$ cat src/acd_pkg.sv
// Constants and types shared by the serial configuration decoder, plus the result shifter.
// Assumes one 25 MHz system clock; every serial pin is sampled by that clock.
package acd_pkg;
   // Command byte selector bits
   localparam int BIT_CONV = 7;
   localparam int BIT_SETUP = 6;
   localparam int BIT_AVG = 5;
   localparam int BIT_RESET = 4;
   localparam int BIT_FIFO_ONLY = 3;
   // Setup field positions (inside the six stored bits)
   localparam int SETUP_CLK_HI = 5;
   localparam int SETUP_CLK_LO = 4;
   localparam int SETUP_REF_HI = 3;
   localparam int SETUP_REF_LO = 2;
   localparam int SETUP_PTR_HI = 1;
   localparam int SETUP_PTR_LO = 0;
   // Averaging field positions (inside the five stored bits)
   localparam int AVG_ENABLE = 4;
   localparam int AVG_COUNT_HI = 3;
   localparam int AVG_COUNT_LO = 2;
   localparam int AVG_REPEAT_HI = 1;
   localparam int AVG_REPEAT_LO = 0;
   // Reset values
   localparam logic [5:0] SETUP_DEFAULT = 6'h20;
   localparam logic [7:0] PAIRS_DEFAULT = 8'h00;
   localparam logic [4:0] AVG_DEFAULT = 5'h00;
   // Mode encodings
   localparam logic [1:0] CLK_STROBE_INT = 2'h0;
   localparam logic [1:0] CLK_STROBE_ACQ = 2'h1;
   localparam logic [1:0] CLK_SERIAL_INT = 2'h2;
   localparam logic [1:0] CLK_SERIAL_EXT = 2'h3;
   localparam logic [1:0] REF_INT_AUTO = 2'h0;
   localparam logic [1:0] REF_EXT_SINGLE = 2'h1;
   localparam logic [1:0] REF_INT_ON = 2'h2;
   localparam logic [1:0] REF_EXT_DIFF = 2'h3;
   localparam logic [1:0] SCAN_REPEAT = 2'h2;
   // Result framing
   localparam int RESULT_BITS = 12;
   localparam int FRAME_BITS = 16;
   localparam logic [11:0] BIPOLAR_FLIP = 12'h800;
   // Kelvin to Celsius offset in eighths of a degree
   localparam logic [12:0] TEMP_OFFSET_DEFAULT = 13'h0889;
   // Serial clock limit in conversion clock mode; least period rounds up
   localparam int CLOCK_HZ = 25000000;
   localparam int SCLK_MAX_HZ = 4800000;
   localparam int SCLK_MIN_CYC = (CLOCK_HZ + SCLK_MAX_HZ - 1) / SCLK_MAX_HZ;
   localparam logic [3:0] SCLK_MIN_CYC_4 = 4'(SCLK_MIN_CYC);

   // Register selected by a received command byte
   typedef enum logic [2:0] {
      TGT_NONE = 3'b000,
      TGT_CONV = 3'b001,
      TGT_SETUP = 3'b010,
      TGT_AVG = 3'b011,
      TGT_RESET = 3'b100
   } acd_target_type;

   // What the next received byte means
   typedef enum logic {
      RX_COMMAND = 1'b0,
      RX_PAIR_DATA = 1'b1
   } acd_rx_state_type;
endpackage

`timescale 1ns/1ps
// Parallel-load shifter that drives the serial output, MSB first
module acd_out_shifter #(
   parameter int WIDTH = 16
) (
   // Clock and reset
   input wire logic clock,
   input wire logic resetn,
   // Load side
   input wire logic load,
   input wire logic [WIDTH-1:0] load_word,
   // Shift side
   input wire logic shift,
   output logic serial_bit
);
   logic [WIDTH-1:0] word_r; // Frame being shifted out

   // Load wins over shift so a fresh frame is never skewed by one bit
   always_ff @(posedge clock or negedge resetn) begin
      if (!resetn) begin
         word_r <= '0;
      end else if (load) begin
         word_r <= load_word;
      end else if (shift) begin
         word_r <= {word_r[WIDTH-2:0], 1'b0};
      end
   end

   assign serial_bit = word_r[WIDTH-1];
endmodule

$ cat src/acd_decoder.sv
// Serial configuration decoder: receives command bytes and drives the converter's mode lines.
// Assumes the host drives the serial pins asynchronously; all are synchronised here.
//
// How it works
// 01xxxxxx byte loads setup register
// Clock mode high bit is one after power-up
// Clock modes 00/01 start from strobe pin
// Modes 10/11 start on conversion write; pin becomes input
// Mode 01 acquisition follows strobe; others internal
// Mode 11 uses serial clock; host keeps 4.8MHz
// Reference 00 internal, off after scan, wake delay
// Reference 10 internal, always on, no delay
// 01/11 external; only 11 claims negative reference pin
// Pointer 00/01 leaves pair registers untouched
// Pointer 10: next byte into unipolar pairs
// Pointer 11: next byte into bipolar pairs
// Unipolar bit 7 is inputs 0/1, downward
// Bipolar bits map pairs like unipolar
// Results framed as four zeros plus twelve bits
// Sample input on rise, shift output on fall
// Unipolar binary, bipolar two's complement
// 001xxxxx byte loads averaging register
// Averaging off one conversion; else 4/8/16/32
// Repeat scan returns 4/8/12/16 results
// Reset byte: full reset or FIFO clear
// Temperature is high minus low minus offset
// Bit 7 set in a command byte means conversion write
// Pair in both registers counts as unipolar
// Reset leaves zeros except setup clock mode 10
// Clock mode 11 disables averaging
// Decode by top one bit; zero byte ignored
`timescale 1ns/1ps
module acd_decoder
   import acd_pkg::*;
#(
   parameter logic [12:0] TEMP_OFFSET = TEMP_OFFSET_DEFAULT
) (
   // Clock and reset
   input wire logic clock,
   input wire logic resetn,
   // Serial port pins
   input wire logic chip_select_n,
   input wire logic serial_clock,
   input wire logic serial_in,
   output logic serial_out,
   output logic serial_out_enable,
   // Convert strobe pin
   input wire logic convert_strobe_pin,
   // Conversion control
   output logic conversion_start,
   output logic [3:0] conversion_channel,
   output logic [1:0] scan_mode,
   output logic temperature_request,
   output logic top_analog_input_select,
   output logic acquire_external,
   output logic acquisition_internal,
   output logic conversion_clock_external,
   output logic sclk_rate_fault,
   // Reference control
   output logic reference_internal,
   output logic reference_always_on,
   output logic reference_wake_delay,
   output logic negative_reference_select,
   // Input pair configuration
   output logic [7:0] pair_unipolar,
   output logic [7:0] pair_bipolar,
   // Averaging and repeat counts
   output logic [5:0] averaging_count,
   output logic [4:0] repeat_results,
   // FIFO control
   output logic fifo_clear,
   // Result input from the converter core
   input wire logic result_load,
   input wire logic [11:0] result_code,
   input wire logic result_bipolar,
   input wire logic temperature_load,
   input wire logic [11:0] temp_high_code,
   input wire logic [11:0] temp_low_code
);

   // Pick the target register from the highest one bit
   function automatic acd_target_type decode_target(input logic [7:0] b);
      if (b[BIT_CONV]) begin
         return TGT_CONV;
      end else if (b[BIT_SETUP]) begin
         return TGT_SETUP;
      end else if (b[BIT_AVG]) begin
         return TGT_AVG;
      end else if (b[BIT_RESET]) begin
         return TGT_RESET;
      end else begin
         return TGT_NONE;
      end
   endfunction

   // Conversions per result; mode 11 forbids averaging
   function automatic logic [5:0] avg_count(input logic [4:0] cfg, input logic [1:0] mode);
      if (!cfg[AVG_ENABLE] || mode == CLK_SERIAL_EXT) begin
         return 6'h01;
      end else begin
         case ({cfg[AVG_COUNT_HI], cfg[AVG_COUNT_LO]})
            2'h0: return 6'h04;
            2'h1: return 6'h08;
            2'h2: return 6'h10;
            default: return 6'h20;
         endcase
      end
   endfunction

   // Results returned for a single-channel scan
   function automatic logic [4:0] rep_count(input logic [4:0] cfg, input logic [1:0] scan);
      if (scan != SCAN_REPEAT) begin
         return 5'h01;
      end else begin
         case ({cfg[AVG_REPEAT_HI], cfg[AVG_REPEAT_LO]})
            2'h0: return 5'h04;
            2'h1: return 5'h08;
            2'h2: return 5'h0C;
            default: return 5'h10;
         endcase
      end
   endfunction

   // Pin synchronisers: bit 0 select, 1 clock, 2 data, 3 strobe
   logic [3:0] sync1_r; // First stage, read only by the second
   logic [3:0] sync2_r; // Safe copies of the pins
   logic sclk_prev_r; // Last serial clock level, for edges
   logic strobe_prev_r; // Last strobe level, for edges

   always_ff @(posedge clock or negedge resetn) begin
      if (!resetn) begin
         sync1_r <= 4'h9;
         sync2_r <= 4'h9;
         sclk_prev_r <= 1'b0;
         strobe_prev_r <= 1'b1;
      end else begin
         sync1_r <= {convert_strobe_pin, serial_in, serial_clock, chip_select_n};
         sync2_r <= sync1_r;
         sclk_prev_r <= sync2_r[1];
         strobe_prev_r <= sync2_r[3];
      end
   end

   logic selected; // Chip select active
   logic sclk_rise; // Rising serial clock edge seen
   logic sclk_fall; // Falling serial clock edge seen
   logic strobe_rise; // Strobe released
   assign selected = !sync2_r[0];
   assign sclk_rise = selected && sync2_r[1] && !sclk_prev_r;
   assign sclk_fall = selected && !sync2_r[1] && sclk_prev_r;
   assign strobe_rise = sync2_r[3] && !strobe_prev_r;

   // Byte assembly; a deselect drops any partial byte
   logic [2:0] bit_cnt_r; // Bits received in this byte
   logic [6:0] shift_in_r; // Bits received so far
   logic byte_done; // Eighth bit arrives this cycle
   logic [7:0] rx_byte; // Completed byte, valid with byte_done
   assign byte_done = sclk_rise && bit_cnt_r == 3'h7;
   assign rx_byte = {shift_in_r, sync2_r[2]};

   always_ff @(posedge clock or negedge resetn) begin
      if (!resetn) begin
         bit_cnt_r <= 3'h0;
         shift_in_r <= 7'h00;
      end else if (!selected) begin
         bit_cnt_r <= 3'h0;
      end else if (sclk_rise) begin
         bit_cnt_r <= bit_cnt_r + 3'h1;
         shift_in_r <= rx_byte[6:0];
      end
   end

   acd_target_type target; // Register the byte addresses
   assign target = decode_target(rx_byte);

   // Byte interpretation state and configuration registers
   acd_rx_state_type rx_state_r; // Command or pair data expected
   logic pair_is_bipolar_r; // Which pair register takes the data byte
   logic [5:0] setup_r; // Clock, reference and pointer fields
   logic [7:0] unipolar_r; // Unipolar pair enables
   logic [7:0] bipolar_r; // Bipolar pair enables
   logic [4:0] avg_cfg_r; // Averaging and repeat fields
   logic conv_write_r; // Conversion byte just arrived
   logic fifo_clear_r; // FIFO clear pulse

   // The pending pair byte is abandoned when select rises, a host that breaks the
   // 16-clock frame does not then corrupt the next command.
   always_ff @(posedge clock or negedge resetn) begin
      if (!resetn) begin
         rx_state_r <= RX_COMMAND;
         pair_is_bipolar_r <= 1'b0;
         setup_r <= SETUP_DEFAULT;
         unipolar_r <= PAIRS_DEFAULT;
         bipolar_r <= PAIRS_DEFAULT;
         avg_cfg_r <= AVG_DEFAULT;
         conversion_channel <= 4'h0;
         scan_mode <= 2'h0;
         temperature_request <= 1'b0;
         conv_write_r <= 1'b0;
         fifo_clear_r <= 1'b0;
      end else begin
         conv_write_r <= 1'b0;
         fifo_clear_r <= 1'b0;
         if (!selected) begin
            rx_state_r <= RX_COMMAND;
         end else if (byte_done) begin
            case (rx_state_r)
               RX_PAIR_DATA: begin
                  rx_state_r <= RX_COMMAND;
                  if (pair_is_bipolar_r) begin
                     bipolar_r <= rx_byte;
                  end else begin
                     unipolar_r <= rx_byte;
                  end
               end
               RX_COMMAND: begin
                  case (target)
                     TGT_CONV: begin
                        conversion_channel <= rx_byte[6:3];
                        scan_mode <= rx_byte[2:1];
                        temperature_request <= rx_byte[0];
                        conv_write_r <= 1'b1;
                     end
                     TGT_SETUP: begin
                        setup_r <= rx_byte[5:0];
                        // Pointer 1x expects a data byte, 0x none
                        if (rx_byte[SETUP_PTR_HI]) begin
                           rx_state_r <= RX_PAIR_DATA;
                           pair_is_bipolar_r <= rx_byte[SETUP_PTR_LO];
                        end
                     end
                     TGT_AVG: begin
                        avg_cfg_r <= rx_byte[4:0];
                     end
                     TGT_RESET: begin
                        if (rx_byte[BIT_FIFO_ONLY]) begin
                           fifo_clear_r <= 1'b1;
                        end else begin
                           setup_r <= SETUP_DEFAULT;
                           unipolar_r <= PAIRS_DEFAULT;
                           bipolar_r <= PAIRS_DEFAULT;
                           avg_cfg_r <= AVG_DEFAULT;
                           conversion_channel <= 4'h0;
                           scan_mode <= 2'h0;
                           temperature_request <= 1'b0;
                           fifo_clear_r <= 1'b1;
                        end
                     end
                     default: begin
                        // Byte with bits 7 to 4 all zero selects nothing
                     end
                  endcase
               end
               default: begin
                  rx_state_r <= RX_COMMAND;
               end
            endcase
         end
      end
   end

   logic [1:0] clock_mode; // Stored clock mode field
   logic [1:0] ref_mode; // Stored reference mode field
   assign clock_mode = {setup_r[SETUP_CLK_HI], setup_r[SETUP_CLK_LO]};
   assign ref_mode = {setup_r[SETUP_REF_HI], setup_r[SETUP_REF_LO]};

   // Conversion start: strobe release in modes 0x, conversion write in modes 1x
   always_ff @(posedge clock or negedge resetn) begin
      if (!resetn) begin
         conversion_start <= 1'b0;
         acquire_external <= 1'b0;
      end else begin
         if (clock_mode[1]) begin
            conversion_start <= conv_write_r;
         end else begin
            conversion_start <= strobe_rise;
         end
         // Mode 01: acquisition lasts while the strobe is held low
         acquire_external <= clock_mode == CLK_STROBE_ACQ && !sync2_r[3];
      end
   end

   // Mode and configuration lines, all from flip-flops
   always_ff @(posedge clock or negedge resetn) begin
      if (!resetn) begin
         top_analog_input_select <= 1'b0;
         acquisition_internal <= 1'b0;
         conversion_clock_external <= 1'b0;
         reference_internal <= 1'b0;
         reference_always_on <= 1'b0;
         reference_wake_delay <= 1'b0;
         negative_reference_select <= 1'b0;
         pair_unipolar <= 8'h00;
         pair_bipolar <= 8'h00;
         averaging_count <= 6'h01;
         repeat_results <= 5'h01;
         fifo_clear <= 1'b0;
         serial_out_enable <= 1'b0;
      end else begin
         top_analog_input_select <= clock_mode[1];
         acquisition_internal <= clock_mode != CLK_STROBE_ACQ;
         conversion_clock_external <= clock_mode == CLK_SERIAL_EXT;
         reference_internal <= ref_mode == REF_INT_AUTO || ref_mode == REF_INT_ON;
         reference_always_on <= ref_mode == REF_INT_ON;
         reference_wake_delay <= ref_mode == REF_INT_AUTO;
         negative_reference_select <= ref_mode == REF_EXT_DIFF;
         pair_unipolar <= unipolar_r;
         pair_bipolar <= bipolar_r & ~unipolar_r;
         averaging_count <= avg_count(avg_cfg_r, clock_mode);
         repeat_results <= rep_count(avg_cfg_r, scan_mode);
         fifo_clear <= fifo_clear_r;
         serial_out_enable <= selected;
      end
   end

   // Serial clock rate watch in mode 11; the converter would lose accuracy above
   // the limit, so the fault holds until the host deselects.
   logic [3:0] sclk_gap_r; // Cycles since the last rising edge, saturating
   always_ff @(posedge clock or negedge resetn) begin
      if (!resetn) begin
         sclk_gap_r <= 4'hF;
         sclk_rate_fault <= 1'b0;
      end else begin
         if (sclk_rise) begin
            sclk_gap_r <= 4'h1;
         end else if (sclk_gap_r != 4'hF) begin
            sclk_gap_r <= sclk_gap_r + 4'h1;
         end
         if (!selected) begin
            sclk_rate_fault <= 1'b0;
         end else if (sclk_rise && clock_mode == CLK_SERIAL_EXT && sclk_gap_r < SCLK_MIN_CYC_4) begin
            sclk_rate_fault <= 1'b1;
         end
      end
   end

   // Result framing: temperature arithmetic, bipolar coding, four leading zeros
   logic [12:0] temp_diff; // High-bias minus low-bias minus offset
   logic [11:0] result_word; // Twelve result bits before framing
   assign temp_diff = {1'b0, temp_high_code} - {1'b0, temp_low_code} - TEMP_OFFSET;
   always_comb begin
      if (temperature_load) begin
         result_word = temp_diff[11:0];
      end else if (result_bipolar) begin
         result_word = result_code ^ BIPOLAR_FLIP;
      end else begin
         result_word = result_code;
      end
   end

   acd_out_shifter #(
      .WIDTH(FRAME_BITS)
   ) u_out_shifter (
      .clock(clock),
      .resetn(resetn),
      .load(result_load || temperature_load),
      .load_word({4'h0, result_word}),
      .shift(sclk_fall),
      .serial_bit(serial_out)
   );
endmodule

$ cat config.mk
export PLATFORM = sky130hd
export DESIGN_NAME = acd_decoder
export DESIGN_NICKNAME = d
export VERILOG_FILES = /design/src/acd_pkg.sv /design/src/acd_decoder.sv
export SDC_FILE = /design/constraint.sdc
export NUM_CORES = 1
export LEC_CHECK = 0
export ABC_AREA = 1
export BUFFER_PORTS_ARGS = -buffer_cell sky130_fd_sc_hd__buf_2
export CORE_ASPECT_RATIO = 1.4
export CORE_MARGIN = 4
export CORE_UTILIZATION = 60
export CTS_CLUSTER_DIAMETER = 50
export DETAILED_ROUTE_END_ITERATION = 16
export GPL_TIMING_DRIVEN = 1
export MAX_ROUTING_LAYER = met4
export PLACE_DENSITY_LB_ADDON = 0.05
export SLEW_MARGIN = 20
export SYNTH_ARGS = -nofsm -noshare
export SYNTH_HDL_FRONTEND = slang
export SYNTH_SLANG_ARGS = --single-unit
$ cat constraint.sdc
create_clock -name clock -period 5.15 [get_ports clock]
set_clock_uncertainty 0.2 [all_clocks]
set_input_delay 0.2575 -clock clock [delete_from_list [all_inputs] [get_ports clock]]
set_output_delay 0.2575 -clock clock [all_outputs]
set_load 0.02 [all_outputs]
## Word-level counts from Yosys, hierarchy flattened

Cells that the tools add are included.

| word-level totals | value |
|---|---|
| register bits after elaboration | 117 |
| latch bits | 0 |
| memory bits (writable) | 0 |
| bits in read-only memories | 0 |
| bits of input ports | 45 |
| output and inout bits | 47 |
| word-level logic and storage cells | 150 |
| memories kept | 0 |

| operators by class | value |
|---|---|
| $add $sub $neg | 4 |
| multipliers | 0 |
| div/mod/pow operators | 0 |
| order comparisons | 1 |
| equality and inequality tests | 21 |
| shift operators | 0 |
| muxes and demuxes | 48 |
| bitwise gates (word level) | 5 |
| reductions and logical operators | 36 |

Operators by type and width:

| cell | count |
|---|---|
| two-way mux 16 bit | 2 |
| two-way mux 8 bit | 4 |
| case mux 8 bit (2 select lines) | 2 |
| AND reduction 5 bit | 6 |
| two-way mux 12 bit | 2 |
| two-way mux 3 bit | 6 |
| case mux 6 bit (3 select lines) | 1 |
| two-way mux 1 bit | 16 |
| nonzero test 2 bit | 8 |
| case mux 5 bit (3 select lines) | 1 |
| two-way mux 4 bit | 3 |
| two-way mux 6 bit | 2 |
| case mux 6 bit (2 select lines) | 1 |
| subtractor 12 bit | 1 |
| subtractor 12 bit (second input constant) | 1 |
| equality test 2 bit (second input constant) | 5 |
| two-way mux 5 bit | 2 |
| != test 2 bit (second input constant) | 5 |
| case mux 5 bit (2 select lines) | 1 |
| logical AND 1 bit | 9 |
| bitwise AND 8 bit | 1 |
| inverter 8 bit | 1 |
| case mux 4 bit (2 select lines) | 1 |
| equality test 2 x 1 -> 1 bit (second input constant) | 3 |
| other kinds (16) | 31 |

## Logic depth before layout (Yosys ltp)

Gate-level depths: netlist of the first run.

| logic depth | value |
|---|---|
| word-level depth | 9 |
| depth in mapped cells | 15 |
| depth with buffers taken out | 15 |

## By module

From an unflattened synthesis of the first run, not the netlist that was laid out.

| second synthesis, totals | value |
|---|---|
| cells, all modules | 584 |
| area total of the unflattened synthesis | 5265.0 um2 |

Modules (own cells, without submodules):

| module | times used | cells an instance | area an instance (um2) | seq. area each (um2) |
|---|---|---|---|---|
| acd_decoder | 1 | 497 | 4505.6 | 2442.3 |
| acd_out_shifter | 1 | 87 | 759.5 | 400.4 |

## Worst setup path before layout of the first run

Ideal clock, no wire load.

| timing | value |
|---|---|
| path type | input -> register |
| from | input temp_low_code[1] |
| to | register u_out_shifter.word_r[7] |
| library setup time | 129 ps |
| arrival | 1788 ps |
| required time | 4821 ps |
| setup slack | 3033 ps |
| cell stages on the path | 11 |
| buffers on the path | 0 |
| cells stage by stage | inv_1 ha_1 ha_1 inv_1 fa_1 nor2_1 nor2_1 o21ai_0 nor2_1 o21ai_0 nand3_1 |

| on the way | value |
|---|---|
| word-level cells in the longest chain between the ends | 4 |

Ends and longest elaborated chain:

| item | line | text |
|---|---|---|
| start, declared | acd_decoder.sv:78 | `input wire logic [11:0] temp_low_code` |
| subtractor 12 bit (2 in series) | acd_decoder.sv:340 | `assign temp_diff = {1'b0, temp_high_code} - {1'b0, temp_low_code} - TEMP_OFFSET;` |
| two-way mux 12 bit | acd_decoder.sv:342 | `if (temperature_load) begin` |
| two-way mux 16 bit | acd_pkg.sv:86 | `end else if (load) begin` |
| end signal, assigned | acd_pkg.sv:87 | `word_r <= load_word;` |
| end signal, assigned | acd_pkg.sv:89 | `word_r <= {word_r[WIDTH-2:0], 1'b0};` |
| end, declared | acd_pkg.sv:80 | `logic [WIDTH-1:0] word_r;` |

No other way between the ends.
A chain may end at the register's enable or synchronous reset.

## Final worst setup path of the first run

| timing | value |
|---|---|
| from | register sync2_r[0] |
| to | register u_out_shifter.word_r[14] |

| on the way | value |
|---|---|
| word-level cells in the longest chain between the ends | 4 |

Ends and longest elaborated chain:

| item | line | text |
|---|---|---|
| start, declared | acd_decoder.sv:126 | `logic [3:0] sync2_r;` |
| start signal, assigned | acd_decoder.sv:138 | `sync2_r <= sync1_r;` |
| zero test 1 bit | acd_decoder.sv:148 | `assign selected = !sync2_r[0];` |
| logical AND 1 bit (2 in series) | acd_decoder.sv:150 | `assign sclk_fall = selected && !sync2_r[1] && sclk_prev_r;` |
| nonzero test 2 bit (no line) | n/a |  |

No other way between the ends.

==> impl_metrics.tcl, run 1 <==
set metrics [dict create \
    post_drt_via_cell_ratio 5.22 \
    synth.ff_latch_count 113 \
    cts_buffers 17 \
    final.setup.tns_ps 0 \
    globalRouteOverflowTotal 0 \
    crit-reg2reg-launch "sync2_r[0]" \
    synth.avg_cell_area_um2 9.44 \
    report.final.hold_viol_count 0 \
    route.detailed.wl_per_inst_um 14.2 \
    cts_htree_levels 4 \
    cp-start-kind "flop" \
    antenna_violating_nets_post_route 0 \
    critical_path.n_buffers_inverters 2 \
    first_iter_violations 260 \
    number_of_antenna_violations_at_the_first_check_in_global_routing 0 \
    switchingPower_uw 649 \
    numPortBuffers 89 \
    core_region_area_mm2 0.00856 \
    worst_setup_path_startpoint "sync2_r[0]" \
    dp_hpwl_um 7980 \
    r2r-end "u_out_shifter.word_r[14]" \
    vdd_ir_drop_max_mv 0.302 \
    cts.reportedPaths.clkPinSlew_ps 50 \
    mostFrequentLayoutCells "117 x nand2_1, 101 x dfrtp_1, 88 x buf_2, 79 x inv_1, 49 x nor2_1" \
    dr_total_vias 4091 \
    dieArea_mm2 0.0103 \
    cts_hold_buf 13 \
    root_buffer "clkbuf_16" \
    grt_start_max_net_pins 65 \
    share_of_layout_cells_above_drive_strength_1 0.253 \
    synth_edf_count 0 \
    regToRegSetupSlack_ps 3050 \
    worstHoldPathType "input pin to flop" \
    die-width_um 87.1 \
    grt_first_pass_wirelength_um 19100 \
    tritoncts "built" \
    cts_resized 0 \
    pwr_density_cell_mw_per_mm2 378 \
    worst_skew_pair.late_latency_ps 400 \
    post_synth_inst_count 557 \
    drtPass1Iterations 4 \
    die_height_um 119 \
    maxCapViolations 0 \
    leakagePower_nw 3.32 \
    async_flop_share 1.00 \
    post-route-period-util 0.407 \
    power.sequential.fraction 0.410 \
    timing.max_slew.rel_slack 0.476 \
    postRouteWirelength_um 11100 \
    nets 739 \
    prevailing_post_synth_register_cell "dfrtp_1" \
    worst_path_dominant_cell_family "simple AND/OR/NAND/NOR gates" \
    hold_depth 5 \
    post-cts-setup-buffers 0 \
    number_of_warnings_issued_by_yosys 0 \
    syn_area_mm2 0.00526 \
    worst_ep_required_time_ps 5270 \
    rsz0062_at_grt "false" \
    placed_cells 739 \
    yosysSeqAreaShare 0.541 \
    via_count_of_the_first_global_routing_pass 4210 \
    drt_drc_violations_left 0 \
    pins_over_slew_limit 0 \
    combinationalPowerShare 0.124 \
    finalCriticalPeriod_ps 2100 \
    preCtsSetupSlack_ps 2710 \
    path_cells "nor2_1, nand2_1, inv_1, nor2_2, inv_1, o21ai_0" \
    num_io_pins 92 \
    gpl.final_weighted_congestion 0.944 \
    synth_top_area_cell "dfrtp_1" \
    cp_data_arrival_time_ps 2210 \
    synth_top_cell_area_share 0.481 \
    path_depth 6 \
    critical_path.max_stage_delay_ps 580 \
    worst_setup_path_endpoint "u_out_shifter.word_r[14]" \
    finish.cell_count_without_fillers 784 \
    outcome "completed" \
    maximum_clock_path_buffer_count 2 \
    p_clk_frac 0.466 \
    timing.reg2reg.worst_path_depth 6 \
    track_usage 0.243 \
    worst_path_most_repeated_cell "inv_1" \
    switching_share 0.265 \
    area_growth_syn_to_layout_pct 23.0 \
    setup-violations-final 0 \
    most_frequent_standard_cell_in_the_layout_excluding_fill_and_tap_cells "nand2_1" \
    crit_path_max_fanout 15 \
    floorplan.initialDensity 0.614 \
    clkSinkCount 113 \
    slew_at_the_pin_closest_to_its_max_slew_limit_ps 786 \
    max_freq_mhz 477 \
    cellInternalPower_mw 1.80 \
    floorplan.rows 40 \
    fin_ws_ps 3050 \
    netlist_cell_types 40 \
    insertedDiodeCount 0 \
    endpoint_kind "flop" \
    slowest_stage "dfstp_2" \
    synth_area_leaders "dfrtp_1 48%, nand2_1 8.4%, ha_1 6.4%" \
    path_class "flop to flop" \
]
## area by class of cell
| type | instances | area (µm²) |
|---|---|---|
| Tap cell | 105 | 131 |
| Timing Repair Buffer | 103 | 586 |
| Clock inverter | 12 | 134 |
| Clock buffer | 20 | 457 |
| Inverter | 86 | 323 |
| Multi-Input combinational cell | 345 | 2000 |
| Sequential cell | 113 | 2840 |
| Fill cell | 606 | 2090 |
## power by group through the flow
stage | Clock (mW) | Sequential, mW | Combinational [mW]
finish | 1.14 | 1.00 | 0.302
global route | 1.21 | 1.01 | 0.351
CTS | 1.16 | 1.00 | 0.305
detailed placement | 0 | 1.02 | 0.293
global placement | 0 | 1.01 | 0.284
floorplan | 0 | 0.997 | 0.212
## cells in the mapped netlist (2+ instances only)
library cell,instances
clkbuf_1,4
o211ai_1,4
a21oi_1,19
dfstp_2,12
nor2_1,49
buf_2,4
nand2_2,6
nor3_1,7
nor2_2,2
nand3_4,2
o21ai_2,15
nand2_1,117
inv_2,6
o21ai_1,14
nand3_1,25
inv_1,79
o21ai_0,28
nor2_8,2
buf_6,2
xor2_1,4
nand4_1,4
o31ai_1,4
buf_4,3
dfrtp_1,101
o2111ai_1,2
ha_1,27
a22o_1,2
## tightest hold or removal path: stages
cell	delay, ps
buf_2	90
nor2_1	30
nor2_1	60
o21ai_0	90
nand3_1	70
## worst min-delay path by stage
stage                         from                       to  slack (ps)
detailed placement      sync1_r[2]               sync2_r[2]         140
global route           result_load  u_out_shifter.word_r[2]          50
CTS                 result_code[7]  u_out_shifter.word_r[7]          10
finish              result_code[7]  u_out_shifter.word_r[7]          30
floorplan                   resetn         acquire_external        -240
global placement        sync1_r[2]               sync2_r[2]         130
## routing by layer
| layer | up-vias | wire [µm] | track usage | share of wire |
|---|---|---|---|---|
| li1 | 1996 | - | - | - |
| met4 | 0 | 296 | 0.115 | 0.027 |
| met5 | - | 0 | - | 0 |
| met3 | 26 | 524 | 0.0516 | 0.047 |
| met2 | 124 | 6040 | 0.402 | 0.54 |
| met1 | 1945 | 4280 | 0.277 | 0.38 |
## per-stage QoR
step / total power, mW / utilization / area, µm² / hold slack (ps)
2_1_floorplan: 1.21 / - / 5260 / -238
3_3_place_gp: 1.30 / 0.672 / 5750 / 135
3_5_place_dp: 1.31 / 0.672 / 5750 / 143
4_1_cts: 2.47 / 0.756 / 6470 / 12.5
5_1_grt: 2.57 / 0.756 / 6470 / 52.6
6_report: 2.45 / 0.756 / 6470 / 34.8
## flip-flops by register name, indices dropped and copies added, names as in the netlist, 2 cells and up
| name | count |
|---|---|
| conversion_channel | 4 |
| bit_cnt_r | 3 |
| pair_bipolar | 8 |
| bipolar_r | 8 |
| averaging_count | 5 |
| avg_cfg_r | 5 |
| shift_in_r | 7 |
| setup_r | 4 |
| unipolar_r | 8 |
| pair_unipolar | 8 |
| sclk_gap_r | 4 |
| repeat_results | 4 |
| u_out_shifter.word_r | 16 |
| sync2_r | 4 |
| scan_mode | 2 |
| sync1_r | 4 |
## logic make-up (layout without fill, tap and decap cells)
| kind of cell | Yosys count | after routing | share of synthesized area |
|---|---|---|---|
| AO/OA/AOI/OAI | 94 | 94 | 0.118 |
| XOR/XNOR | 4 | 4 | 0.00666 |
| adder cells (fa/ha/maj) | 28 | 28 | 0.0681 |
| buffers and inverters | 100 | 221 | 0.0804 |
| flip-flops | 113 | 113 | 0.541 |
| other | 1 | 2 | 0.000713 |
| AND/OR/NAND/NOR | 217 | 217 | 0.186 |
Power figures use the tool's default switching activity.
==> run 2: changes to the inputs <==
- CORE_UTILIZATION: 60 -> 51
- clock period: 5.15 -> 1.9 ns (I/O delays scaled with it)
==> impl_metrics.tcl, run 2 (same netlist as run 1, synthesis figures left out) <==
set metrics [dict create \
    nets 780 \
    grt_start_max_net_pins 56 \
    vdd_ir_drop_max_mv 0.623 \
    postRouteWirelength_um 11200 \
    grt_most_used_layer "met2" \
    hold_depth 9 \
    root_buffer "clkbuf_16" \
    insertedDiodeCount 0 \
    gr-usage-met2 0.333 \
    tritoncts "built" \
    sequential_cell_area_mm2 0.00284 \
    rsz0062_at_grt "true" \
    maximum_clock_path_buffer_count 2 \
    via_count_of_the_first_global_routing_pass 4122 \
    die_height_um 128 \
    antenna_violating_nets_post_route 0 \
    global_route_met3_usage 0.0493 \
    timing.max_slew.rel_slack 0.608 \
    pwr_density_cell_mw_per_mm2 983 \
    timing.reg2reg.worst_path_depth 8 \
    finish.instance_area_mm2 0.00694 \
    drt_drc_violations_left 0 \
    grt_first_pass_wirelength_um 18500 \
    route.detailed.wl_per_inst_um 13.1 \
    post-route-period-util 0.972 \
    setup-violations-final 0 \
    p_total_mw 6.82 \
    cp_data_arrival_time_ps 1970 \
    preCtsSetupSlack_ps -193 \
    post_drt_via_cell_ratio 4.86 \
    dpl-instance-area_mm2 0.00601 \
    worst_setup_path_startpoint "sync2_r[0]" \
    path_class "flop to flop" \
    leakagePower_nw 3.53 \
    finalCriticalPeriod_ps 1850 \
    first_iter_violations 153 \
    dp_hpwl_um 7900 \
    outcome "completed" \
    number_of_antenna_violations_at_the_first_check_in_global_routing 0 \
    worst_ep_required_time_ps 2020 \
    maxCapViolations 0 \
    mostFrequentLayoutCells "117 x nand2_1, 101 x dfrtp_1, 88 x buf_2, 78 x inv_1, 49 x nor2_1" \
    largest_reg_flops 16 \
    top_register "u_out_shifter.word_r" \
    dr_total_vias 4153 \
    crit_path_max_fanout 16 \
    area_growth_syn_to_layout_pct 32.0 \
    clkSinkCount 113 \
    slew_at_the_pin_closest_to_its_max_slew_limit_ps 585 \
    floorplan.initialDensity 0.525 \
    floorplan.rows 43 \
    worst_skew_pair.late_latency_ps 400 \
    fin_ws_ps 52.7 \
    endpoint_kind "flop" \
    hold_path_startpoint "temp_low_code[11]" \
    cp-start-kind "flop" \
    die-width_um 93.8 \
    crit-reg2reg-launch "sync2_r[0]" \
    gpl.final_weighted_congestion 0.835 \
    globalRouteOverflowTotal 0 \
    share_of_layout_cells_above_drive_strength_1 0.285 \
    most_frequent_standard_cell_in_the_layout_excluding_fill_and_tap_cells "nand2_1" \
    met1_track_demand_over_resource_in_global_routing 0.229 \
    num_io_pins 92 \
    dieArea_mm2 0.0120 \
    worstHoldPathType "input pin to flop" \
    final.fill_count 830 \
    numPortBuffers 89 \
    track_usage 0.201 \
    cts_htree_levels 4 \
    multi_input_area_mm2 0.00206 \
    max_freq_mhz 541 \
    core_region_area_mm2 0.0100 \
    pins_over_slew_limit 0 \
    cts.reportedPaths.clkPinSlew_ps 50 \
    report.final.hold_viol_count 0 \
    drtPass1Iterations 4 \
    cts_buffers 17 \
]
run 2: cell count changes in the layout (fill, tap and decap cells not counted), moves of 2 or more:
cell	previous run	this run
ha_2	0	2
dlygate4sd3_1	13	24
clkinv_2	2	4
buf_12	0	3
clkinvlp_4	5	1
inv_6	2	0
clkbuf_1	1	3
buf_4	2	27
ha_1	27	25
run 2: repair_timing:
item / in CTS / in global routing
pin swaps: 1 / 3
endpoints found under the hold margin: 122 / 0
endpoints found under the setup margin: 1 / 21
gates resized for setup: 1 / 7
hold buffers: 24 / 0
gates cloned: 0 / 2
buffers inserted: 0 / 4
run 2: metal layers:
metal / up-vias / share of wire
met5: - / 0
met1: 1933 / 0.42
li1: 2099 / -
met2: 102 / 0.52
met4: 0 / 0.023
met3: 19 / 0.041
run 2: worst max-delay path, stage by stage, from the launching register on:
cell	delay [ps]
dfstp_2	610
inv_2	90
nand3_4	130
nor2_8	60
o21ai_1	100
inv_2	70
o211ai_4	250
nand2_1	150
o21ai_2	90
run 2: where the power goes:
group,switching (mW),leakage [nW],internal (mW)
clock network,1.05,0.294,2.12
registers,0.105,1.47,2.58
logic,0.578,1.77,0.383
total,1.73,3.53,5.09
run 2: final timing paths:
kind	endpoint	slack, ps
min in group asynchronous	pair_unipolar[7]	480
worst min-delay path	u_out_shifter.word_r[11]	40
max in group asynchronous	setup_r[5]	380
worst max-delay path	bipolar_r[1]	50
worst max register to register	bipolar_r[1]	50
worst min register to register	sync2_r[0]	160
run 2: cell type report:
| class | count | share of cell area |
|---|---|---|
| sequential | 113 | 0.410 |
| clock inverter | 10 | 0.0195 |
| clock buffer | 22 | 0.0669 |
| timing repair buffer | 142 | 0.136 |
| inverter | 86 | 0.0465 |
| tap | 135 | 0.0243 |
| multi-input combinational | 347 | 0.297 |
run 2: stage by stage:
| step | cells | TNS (ps) | util | hold WS, ps |
|---|---|---|---|---|
| 4_1_cts | 849 | 0 | 0.684 | 28.2 |
| 6_report | 855 | 0 | 0.694 | 35.7 |
| 3_5_place_dp | 793 | -856 | 0.600 | -171 |
| 5_1_grt | 855 | -146 | 0.694 | 90.1 |
| 2_1_floorplan | 558 | 0 | - | -401 |
| 3_3_place_gp | 793 | -751 | 0.600 | -172 |
